[config.mk]
export PLATFORM = sky130hd
export DESIGN_NAME = dcfc_codec
export DESIGN_NICKNAME = d
export VERILOG_FILES = /design/src/logic/dcfc_pkg.sv /design/src/logic/dcfc_codec.sv
export SDC_FILE = /design/constraint.sdc
export NUM_CORES = 1
export LEC_CHECK = 0
export BUFFER_PORTS_ARGS = -buffer_cell sky130_fd_sc_hd__buf_2
export CAP_MARGIN = 5
export CORE_MARGIN = 1
export CORE_UTILIZATION = 55
export CTS_CLUSTER_DIAMETER = 60
export DETAILED_ROUTE_END_ITERATION = 6
export GPL_ROUTABILITY_DRIVEN = 0
export PLACE_DENSITY = 0.73
export SYNTH_ARGS = -nofsm -noshare
export SYNTH_HDL_FRONTEND = slang
export SYNTH_SLANG_ARGS = --single-unit
[constraint.sdc]
create_clock -name ref_clk_i -period 12.4 [get_ports ref_clk_i]
set_input_delay 2.48 -clock ref_clk_i [delete_from_list [all_inputs] [get_ports ref_clk_i]]
set_output_delay 2.48 -clock ref_clk_i [all_outputs]
set_load 0.02 [all_outputs]
[src/logic/dcfc_pkg.sv]
// Function
// - Fields: init, target, register, data, check
// - Init byte first, fixes frame length
// - Init bit 7: command one, response zero
// - Request kind codes; 100 and 101 reserved
// - Width bit: 8-bit or 16-bit address
// - Length code 0-6 bytes, 111 is eight
// - Response init carries reply length minus one
// - Act when target equals node or group
// - Request kind picks node or group compare
// - Broadcast frames carry no target byte
// - Short address implies zero high byte
// - Register 2 data: sample command, configuration
// - Write-only frames store data sequentially
// - Write-with-response frames return register contents
// - Two check bytes, low byte first
// - Bytes sent LSB first, CRC follows
// - Nonzero CRC over whole frame rejects it
// - Respond only after a received command
package dcfc_pkg;
	localparam logic [7:0] REG_SAMPLE_CMD = 8'h02;
	localparam logic [7:0] REG_CHAN_SEL = 8'h03;
	localparam logic [7:0] REG_OVERSAMPLE = 8'h07;
	localparam logic [7:0] REG_NODE_ID = 8'h0a;
	localparam logic [7:0] REG_GROUP_MATCH_IDENTIFIER = 8'h0b;
	localparam logic [15:0] CRC_POLY = 16'ha001;
	localparam logic [15:0] CRC_INIT = 16'h0000;
	localparam logic [2:0] LEN_CODE_EIGHT = 3'h7;
	localparam logic [3:0] LEN_EIGHT = 4'h8;
	localparam logic [1:0] KIND_SINGLE = 2'h0;
	localparam logic [1:0] KIND_GROUP = 2'h1;
	localparam logic [1:0] KIND_RESERVED = 2'h2;
	localparam logic [1:0] KIND_BCAST = 2'h3;
	localparam logic [7:0] NODE_ID_RESET = 8'h00;
	localparam logic [7:0] GROUP_MATCH_IDENTIFIER_RESET = 8'h00;

	// Command initialization byte layout
	typedef struct packed {
		logic frame_kind_bit;
		logic [1:0] target_kind;
		logic no_reply;
		logic wide_addr;
		logic [2:0] len_code;
	} dcfc_cmd_init_t;

	// Response initialization byte layout
	typedef struct packed {
		logic frame_kind_bit;
		logic [6:0] reply_len_minus_one;
	} dcfc_resp_init_t;

	// Sampling configuration handed to the converter side
	typedef struct packed {
		logic [7:0] sample_cmd;
		logic [7:0] highest_node;
		logic [31:0] chan_select;
		logic [7:0] oversample;
	} dcfc_sample_cfg_t;
endpackage

[src/logic/dcfc_codec.sv]
`timescale 1ns/1ps
`default_nettype none
module dcfc_codec #(
	parameter int NREG = 16,
	parameter logic [7:0] NODE_ID_INIT = dcfc_pkg::NODE_ID_RESET,
	parameter logic [7:0] GROUP_MATCH_IDENTIFIER_INIT = dcfc_pkg::GROUP_MATCH_IDENTIFIER_RESET
) (
	input wire logic ref_clk_i,
	input wire logic sys_rst_i,
	input wire logic [7:0] rx_byte_i,
	input wire logic rx_valid_i,
	output logic [7:0] tx_byte_o,
	output logic tx_valid_o,
	input wire logic tx_ready_i,
	output dcfc_pkg::dcfc_sample_cfg_t sample_cfg_o,
	output logic sample_start_o,
	output logic frame_ok_o,
	output logic crc_err_o,
	output logic [7:0] node_id_o,
	output logic [7:0] group_match_identifier_o
);
	localparam int AW = $clog2(NREG);

	typedef enum logic [2:0] {
		R_INIT, R_ID, R_REGHI, R_REGLO, R_DATA, R_CRC1, R_CRC2, R_SKIP
	} dcfc_rx_state_t;
	typedef enum logic [2:0] {
		T_IDLE, T_INIT, T_DATA, T_CRC1, T_CRC2
	} dcfc_tx_state_t;

	// Reflected CRC over one byte, bits taken LSB first
	function automatic logic [15:0] crc_byte(input logic [15:0] c,
		input logic [7:0] d);
		logic [15:0] r;
		r = c;
		for (int k = 0; k < 8; k++) begin
			if (r[0] ^ d[k]) begin
				r = (r >> 1) ^ dcfc_pkg::CRC_POLY;
			end else begin
				r = r >> 1;
			end
		end
		return r;
	endfunction

	dcfc_rx_state_t rx_state;
	dcfc_tx_state_t tx_state;
	dcfc_pkg::dcfc_cmd_init_t hdr;
	logic [7:0] target_id;
	logic [15:0] reg_addr;
	logic [7:0] data_buf [8];
	logic [3:0] data_idx;
	logic [3:0] data_len;
	logic [7:0] skip_cnt;
	logic [15:0] rx_crc;
	logic [15:0] next_rx_crc;
	logic [7:0] mem [NREG];
	logic frame_done;
	logic frame_good;
	logic target_hit;
	logic accept;
	logic is_sample;
	logic wr_busy;
	logic [3:0] wr_idx;
	logic [15:0] wr_addr;
	logic [15:0] rd_base;
	logic [6:0] rd_last;
	logic [6:0] rd_idx;
	logic [15:0] rd_addr;
	logic [7:0] rd_byte;
	logic [15:0] tx_crc;
	logic [15:0] next_tx_crc;
	logic [7:0] highest_node;

	// Length of the data field from the init byte
	function automatic logic [3:0] len_of(input logic [2:0] code);
		return (code == dcfc_pkg::LEN_CODE_EIGHT) ?
			dcfc_pkg::LEN_EIGHT : {1'b0, code};
	endfunction

	assign next_rx_crc = crc_byte((rx_state == R_INIT) ?
		dcfc_pkg::CRC_INIT : rx_crc, rx_byte_i);

	// Byte-by-byte frame parser
	always_ff @(posedge ref_clk_i or posedge sys_rst_i) begin
		if (sys_rst_i) begin
			rx_state <= R_INIT;
			hdr <= '0;
			target_id <= 8'h00;
			reg_addr <= 16'h0000;
			data_idx <= 4'h0;
			data_len <= 4'h0;
			skip_cnt <= 8'h00;
		end else if (rx_valid_i) begin
			unique case (rx_state)
				R_INIT: begin
					hdr <= dcfc_pkg::dcfc_cmd_init_t'(rx_byte_i);
					reg_addr <= 16'h0000;
					data_len <= len_of(rx_byte_i[2:0]);
					if (!rx_byte_i[7]) begin
						// Foreign response frame: skip data and check bytes
						skip_cnt <= {1'b0, rx_byte_i[6:0]} + 8'h03;
						rx_state <= R_SKIP;
					end else if (rx_byte_i[6:5] == dcfc_pkg::KIND_BCAST) begin
						rx_state <= rx_byte_i[3] ? R_REGHI : R_REGLO;
					end else begin
						rx_state <= R_ID;
					end
				end
				R_ID: begin
					target_id <= rx_byte_i;
					rx_state <= hdr.wide_addr ? R_REGHI : R_REGLO;
				end
				R_REGHI: begin
					reg_addr[15:8] <= rx_byte_i;
					rx_state <= R_REGLO;
				end
				R_REGLO: begin
					reg_addr[7:0] <= rx_byte_i;
					data_idx <= 4'h0;
					rx_state <= (data_len == 4'h0) ? R_CRC1 : R_DATA;
				end
				R_DATA: begin
					data_idx <= data_idx + 4'h1;
					if (data_idx == data_len - 4'h1) begin
						rx_state <= R_CRC1;
					end
				end
				R_CRC1: rx_state <= R_CRC2;
				R_CRC2: rx_state <= R_INIT;
				R_SKIP: begin
					skip_cnt <= skip_cnt - 8'h01;
					if (skip_cnt == 8'h01) begin
						rx_state <= R_INIT;
					end
				end
			endcase
		end
	end

	// Data payload capture
	always_ff @(posedge ref_clk_i or posedge sys_rst_i) begin
		if (sys_rst_i) begin
			for (int i = 0; i < 8; i++) begin
				data_buf[i] <= 8'h00;
			end
		end else if (rx_valid_i && rx_state == R_DATA) begin
			data_buf[data_idx[2:0]] <= rx_byte_i;
		end
	end

	// Running check over every received byte
	always_ff @(posedge ref_clk_i or posedge sys_rst_i) begin
		if (sys_rst_i) begin
			rx_crc <= dcfc_pkg::CRC_INIT;
		end else if (rx_valid_i) begin
			rx_crc <= next_rx_crc;
		end
	end

	// Frame acceptance decision
	always_comb begin
		frame_done = rx_valid_i && rx_state == R_CRC2;
		frame_good = next_rx_crc == dcfc_pkg::CRC_INIT;
		unique case (hdr.target_kind)
			dcfc_pkg::KIND_SINGLE: target_hit = target_id == mem[dcfc_pkg::REG_NODE_ID[AW-1:0]];
			dcfc_pkg::KIND_GROUP: target_hit = target_id == mem[dcfc_pkg::REG_GROUP_MATCH_IDENTIFIER[AW-1:0]];
			dcfc_pkg::KIND_BCAST: target_hit = 1'b1;
			default: target_hit = 1'b0;
		endcase
		accept = frame_done && frame_good && target_hit;
		is_sample = reg_addr == {8'h00, dcfc_pkg::REG_SAMPLE_CMD};
	end

	// Status pulses
	always_ff @(posedge ref_clk_i or posedge sys_rst_i) begin
		if (sys_rst_i) begin
			frame_ok_o <= 1'b0;
			crc_err_o <= 1'b0;
			sample_start_o <= 1'b0;
		end else begin
			frame_ok_o <= accept;
			crc_err_o <= frame_done && !frame_good;
			sample_start_o <= accept && is_sample;
		end
	end

	// Sequential register store; sampling frames skip the responder byte
	always_comb begin
		if (is_sample && wr_idx == 4'h0) begin
			// First sampling byte lands in the command register itself
			wr_addr = {8'h00, dcfc_pkg::REG_SAMPLE_CMD};
		end else if (is_sample) begin
			wr_addr = {12'h000, wr_idx} + 16'h0001;
		end else begin
			wr_addr = reg_addr + {12'h000, wr_idx};
		end
	end

	always_ff @(posedge ref_clk_i or posedge sys_rst_i) begin
		if (sys_rst_i) begin
			wr_busy <= 1'b0;
			wr_idx <= 4'h0;
		end else if (accept && data_len != 4'h0 &&
			(hdr.no_reply || is_sample)) begin
			wr_busy <= 1'b1;
			wr_idx <= 4'h0;
		end else if (wr_busy) begin
			wr_idx <= wr_idx + 4'h1;
			if (wr_idx == data_len - 4'h1) begin
				wr_busy <= 1'b0;
			end
		end
	end

	// Register array; out-of-range writes are dropped
	always_ff @(posedge ref_clk_i or posedge sys_rst_i) begin
		if (sys_rst_i) begin
			for (int i = 0; i < NREG; i++) begin
				mem[i] <= 8'h00;
			end
			mem[dcfc_pkg::REG_NODE_ID[AW-1:0]] <= NODE_ID_INIT;
			mem[dcfc_pkg::REG_GROUP_MATCH_IDENTIFIER[AW-1:0]] <= GROUP_MATCH_IDENTIFIER_INIT;
		end else if (wr_busy && wr_addr < 16'(NREG)) begin
			if (!(is_sample && wr_idx == 4'h1)) begin
				mem[wr_addr[AW-1:0]] <= data_buf[wr_idx[2:0]];
			end
		end
	end

	// Highest responder byte of a sampling frame
	always_ff @(posedge ref_clk_i or posedge sys_rst_i) begin
		if (sys_rst_i) begin
			highest_node <= 8'h00;
		end else if (wr_busy && is_sample && wr_idx == 4'h1) begin
			highest_node <= data_buf[1];
		end
	end

	always_comb begin
		sample_cfg_o.sample_cmd = mem[dcfc_pkg::REG_SAMPLE_CMD[AW-1:0]];
		sample_cfg_o.highest_node = highest_node;
		sample_cfg_o.oversample = mem[dcfc_pkg::REG_OVERSAMPLE[AW-1:0]];
		sample_cfg_o.chan_select = {mem[dcfc_pkg::REG_CHAN_SEL[AW-1:0]],
			mem[dcfc_pkg::REG_CHAN_SEL[AW-1:0] + AW'(1)],
			mem[dcfc_pkg::REG_CHAN_SEL[AW-1:0] + AW'(2)],
			mem[dcfc_pkg::REG_CHAN_SEL[AW-1:0] + AW'(3)]};
		node_id_o = mem[dcfc_pkg::REG_NODE_ID[AW-1:0]];
		group_match_identifier_o = mem[dcfc_pkg::REG_GROUP_MATCH_IDENTIFIER[AW-1:0]];
	end

	// Read-back byte source for the reply
	always_comb begin
		rd_addr = rd_base + {9'h000, rd_idx};
		rd_byte = (rd_addr < 16'(NREG)) ? mem[rd_addr[AW-1:0]] : 8'h00;
		next_tx_crc = crc_byte(tx_crc, tx_byte_o);
		tx_valid_o = tx_state != T_IDLE;
	end

	// Reply sender, started only by an accepted command
	always_ff @(posedge ref_clk_i or posedge sys_rst_i) begin
		if (sys_rst_i) begin
			tx_state <= T_IDLE;
			tx_byte_o <= 8'h00;
			tx_crc <= dcfc_pkg::CRC_INIT;
			rd_base <= 16'h0000;
			rd_last <= 7'h00;
			rd_idx <= 7'h00;
		end else begin
			unique case (tx_state)
				T_IDLE: begin
					if (accept && !hdr.no_reply) begin
						rd_base <= reg_addr;
						rd_idx <= 7'h00;
						tx_crc <= dcfc_pkg::CRC_INIT;
						if (is_sample || data_len == 4'h0) begin
							rd_last <= 7'h00;
							tx_byte_o <= 8'h00;
						end else begin
							rd_last <= data_buf[0][6:0];
							tx_byte_o <= {1'b0, data_buf[0][6:0]};
						end
						tx_state <= T_INIT;
					end
				end
				T_INIT: begin
					if (tx_ready_i) begin
						tx_crc <= next_tx_crc;
						tx_byte_o <= rd_byte;
						tx_state <= T_DATA;
					end
				end
				T_DATA: begin
					if (tx_ready_i) begin
						tx_crc <= next_tx_crc;
						if (rd_idx == rd_last) begin
							tx_byte_o <= next_tx_crc[7:0];
							tx_state <= T_CRC1;
						end else begin
							rd_idx <= rd_idx + 7'h01;
							tx_byte_o <= rd_addr < 16'(NREG) - 16'h0001 ?
								mem[rd_addr[AW-1:0] + AW'(1)] : 8'h00;
						end
					end
				end
				T_CRC1: begin
					if (tx_ready_i) begin
						tx_byte_o <= tx_crc[15:8];
						tx_state <= T_CRC2;
					end
				end
				T_CRC2: begin
					if (tx_ready_i) begin
						tx_state <= T_IDLE;
					end
				end
			endcase
		end
	end
endmodule
`default_nettype wire

==> metrics.txt <==
# TYPE chip_impl_metric gauge
chip_impl_info{name="startpoint_type",value="input port"} 1
chip_impl_metric{name="route.detailed.drc",unit=""} 0
chip_impl_metric{name="level_count_of_the_clock_h_tree",unit=""} 2
chip_impl_metric{name="switching_share",unit=""} 0.356
chip_impl_metric{name="grt_max_degree",unit=""} 104
chip_impl_metric{name="fraction_of_layout_instances_using_a_drive_strength_above_1",unit=""} 0.320
chip_impl_metric{name="critical_path_peak_fanout",unit=""} 40
chip_impl_metric{name="io_buffer_count",unit=""} 95
chip_impl_metric{name="timing.hold.worst_path_depth",unit=""} 2
chip_impl_metric{name="num-nets-final",unit=""} 1663
chip_impl_info{name="timing.setup.critical_path_class",value="input port to flip-flop"} 1
chip_impl_metric{name="fin_worst_hold_slack",unit="ps"} 481
chip_impl_info{name="hold_start",value="data_buf[1]"} 1
chip_impl_metric{name="timing.max_slew.rel_slack",unit=""} 0.175
chip_impl_metric{name="dieHeight",unit="µm"} 188
chip_impl_metric{name="global_route.overflow_total",unit=""} 0
chip_impl_metric{name="setup.reg_to_reg.worst_slack",unit="ps"} 7310
chip_impl_metric{name="power-per-cell-area",unit="nW/µm²"} 188
chip_impl_metric{name="finalHoldViolCount",unit=""} 0
chip_impl_metric{name="cts_hold_buf",unit=""} 0
chip_impl_metric{name="post_synth.cell_area_avg",unit="µm²"} 11.6
chip_impl_metric{name="totalNegativeSetupSlack",unit="ps"} 0
chip_impl_metric{name="worst_ep_arrival_time",unit="ps"} 5730
chip_impl_metric{name="cts_buffers",unit=""} 39
chip_impl_metric{name="dr.first_iter.drc_count",unit=""} 1407
chip_impl_metric{name="worst_setup_slack_after_layout",unit="ps"} 7100
chip_impl_metric{name="reg2reg_depth",unit=""} 9
chip_impl_info{name="holdCritPathClass",value="flip-flop to flip-flop"} 1
chip_impl_metric{name="final_max_slew_viol_count",unit=""} 0
chip_impl_metric{name="seqCellArea",unit="µm²"} 8210
chip_impl_metric{name="multi_input_comb_area",unit="µm²"} 9740
chip_impl_metric{name="timing.final.crit_share",unit=""} 0.428
chip_impl_metric{name="antenna_left",unit=""} 0
chip_impl_metric{name="fillCellCount",unit=""} 2677
chip_impl_metric{name="dp_hpwl",unit="µm"} 31700
chip_impl_metric{name="static-leakage-power",unit="µW"} 0.00940
chip_impl_metric{name="number_of_placement_rows",unit=""} 67
chip_impl_metric{name="synth.net_count",unit=""} 1673
chip_impl_metric{name="internal_power",unit="µW"} 2480
chip_impl_info{name="root_buffer",value="clkbuf_16"} 1
chip_impl_metric{name="avgRoutedWirePerCell",unit="µm"} 22.6
chip_impl_metric{name="power_frac_clock",unit=""} 0.284
chip_impl_metric{name="grt_first_pass_wirelength",unit="µm"} 75900
chip_impl_metric{name="die-width",unit="µm"} 188
chip_impl_metric{name="total_power",unit="µW"} 3840
chip_impl_metric{name="worst_ep_required_time",unit="ps"} 12830
chip_impl_info{name="unrepaired_setup_endpoints_after_global_routing",value="false"} 1
chip_impl_metric{name="ir_drop",unit="µV"} 137
chip_impl_metric{name="tritoncts_num_sinks",unit=""} 328
chip_impl_info{name="layout.cells.most_common_list",value="328 x dfrtp_1, 239 x mux2_2, 133 x nand2_1"} 1
chip_impl_metric{name="pre_cts_slack",unit="ps"} 6580
chip_impl_metric{name="fmaxAchievable",unit="MHz"} 189
chip_impl_metric{name="top_level_ports",unit=""} 96
chip_impl_metric{name="skew",unit="ps"} 25.2
chip_impl_info{name="cts_tree",value="done"} 1
chip_impl_metric{name="synth_edf_count",unit=""} 0
chip_impl_metric{name="grt_pass1_vias",unit=""} 13089
chip_impl_metric{name="layout_min_cycle_time",unit="ps"} 5300
chip_impl_info{name="setup.worst_path.start",value="rx_byte_i[5]"} 1
chip_impl_metric{name="maxCapViolCount",unit=""} 0
chip_impl_metric{name="seq_power_share",unit=""} 0.396
chip_impl_metric{name="post_cts_resized",unit=""} 0
chip_impl_metric{name="start_util",unit=""} 0.562
chip_impl_metric{name="dr_total_vias",unit=""} 13420
chip_impl_info{name="status",value="completed"} 1
chip_impl_info{name="timing.critical_path.to_type",value="flip-flop"} 1
chip_impl_metric{name="yosysUniqueCellTypes",unit=""} 83
chip_impl_metric{name="viasPerCell",unit=""} 6.39
chip_impl_metric{name="synth_cells",unit=""} 1636
chip_impl_metric{name="worst_setup_hold_path_clk_slew",unit="ps"} 50
chip_impl_info{name="timing.rr.start",value="wr_idx[1]"} 1
chip_impl_metric{name="synth.ff_latch_count",unit=""} 328
chip_impl_metric{name="async_reset_ff_frac",unit=""} 1.00
chip_impl_metric{name="post-cts-setup-buffer-count",unit=""} 0
chip_impl_metric{name="synth_sequential_area_ratio",unit=""} 0.434
chip_impl_metric{name="clock_latency",unit="ps"} 540
chip_impl_metric{name="net_switching_power_figure",unit="µW"} 1370
chip_impl_metric{name="routed_wirelength",unit="µm"} 47400
chip_impl_metric{name="global_route.usage.total",unit=""} 0.275
chip_impl_metric{name="antenna_found_initial",unit=""} 0
chip_impl_metric{name="clk_path_buf_depth",unit=""} 3
chip_impl_metric{name="worst_pin_slew",unit="ps"} 1230
chip_impl_info{name="final_common_cell",value="dfrtp_1"} 1
chip_impl_metric{name="antenna_cells",unit=""} 0
chip_impl_metric{name="layout.core_utilization",unit=""} 0.608
chip_impl_metric{name="power.share.combinational",unit=""} 0.320
chip_impl_metric{name="synthesis.yosys.warnings",unit=""} 0
chip_impl_metric{name="core_region_area",unit="µm²"} 33700
chip_impl_metric{name="floorplan.die_area",unit="µm²"} 35200
chip_impl_metric{name="synth_area",unit="µm²"} 18900
chip_impl_metric{name="layout_area_overhead",unit="%"} 8.20
chip_impl_info{name="postSynth.topFlopCell",value="dfrtp_1"} 1
chip_impl_metric{name="setup_violations",unit=""} 0
chip_impl_metric{name="detail_route.first_pass.iterations",unit=""} 5
power groups by stage:
stage | registers (µW) | logic [µW] | clock network, µW
5_1_grt | 1550 | 1350 | 1150
3_5_place_dp | 1530 | 1220 | 0
6_report | 1520 | 1230 | 1090
4_1_cts | 1520 | 1230 | 1110
2_1_floorplan | 1430 | 1010 | 0
3_3_place_gp | 1520 | 1190 | 0
final cells by class:
cell class,instances,share of cell area
Sequential cell,328,0.401
Clock inverter,12,0.00507
Clock buffer,55,0.0550
Tap cell,448,0.0274
Inverter,45,0.00861
Multi-Input combinational cell,1104,0.475
Timing Repair Buffer,108,0.0280
synthesized netlist by cell type (all sizes together) (14+ instances only):
cell type	number	share of area
a21oi	35	0.0093
a31oi	14	0.0046
buf	80	0.030
clkbuf	79	0.016
dfrtp	328	0.43
ha	23	0.015
inv	45	0.0089
mux2	245	0.15
mux2i	18	0.0095
mux4	89	0.11
nand2	133	0.026
nand3	43	0.011
nand4	15	0.0050
nor2	93	0.018
nor3	22	0.0061
o21ai	75	0.020
xnor2	57	0.026
xor2	29	0.014
sequential cells by signal (all words and copies together) (netlist names), 3 cells and up:
| signal | flops |
|---|---|
| data_buf | 64 |
| mem | 64 |
| sample_cfg_o | 48 |
| rd_base | 16 |
| reg_addr | 16 |
| rx_crc | 16 |
| tx_crc | 16 |
| group_match_identifier_o | 8 |
| highest_node | 8 |
| node_id_o | 8 |
| skip_cnt | 8 |
| target_id | 8 |
| tx_byte_o | 8 |
| rd_idx | 7 |
| rd_last | 7 |
| data_idx | 4 |
| data_len | 4 |
| hdr | 4 |
| wr_idx | 4 |
| rx_state | 3 |
| tx_state | 3 |
routing by layer:
layer,global-route usage,up-vias,part of all wire
met2,0.426,549,0.46
li1,-,5916,-
met4,0.0772,0,0.026
met1,0.403,6866,0.44
met3,0.0453,89,0.073
met5,0,-,0
cell families after synthesis:
family          after synthesis  synth area share
xor+xnor                     93            0.0485
flops                       328             0.434
simple gates                403             0.102
buf+inv                     204            0.0544
mux                         352             0.262
fa+ha+maj                    25            0.0173
compound gates              231            0.0820
worst max-delay path, cell delays in order:
cell      delay, ps
buf_2           350
xor2_1          370
xnor3_1         520
xnor2_1         160
a211oi_2        320
or4b_4          740
and2_0          390
o41ai_2         380
per-stage QoR:
step                cells  cell area [µm²]
global route         2100            20500
detailed placement   2033            19300
CTS                  2100            20500
finish               2100            20500
floorplan            1636            18900
global placement     2033            19300
worst paths after layout:
check                                    to
min                             data_buf[1]
min in group asynchronous       skip_cnt[2]
max reg2reg                sample_cfg_o[48]
max                            tx_byte_o[6]
min reg2reg                     data_buf[1]
max in group asynchronous            mem[1]
(Power assumes the default switching activity.)
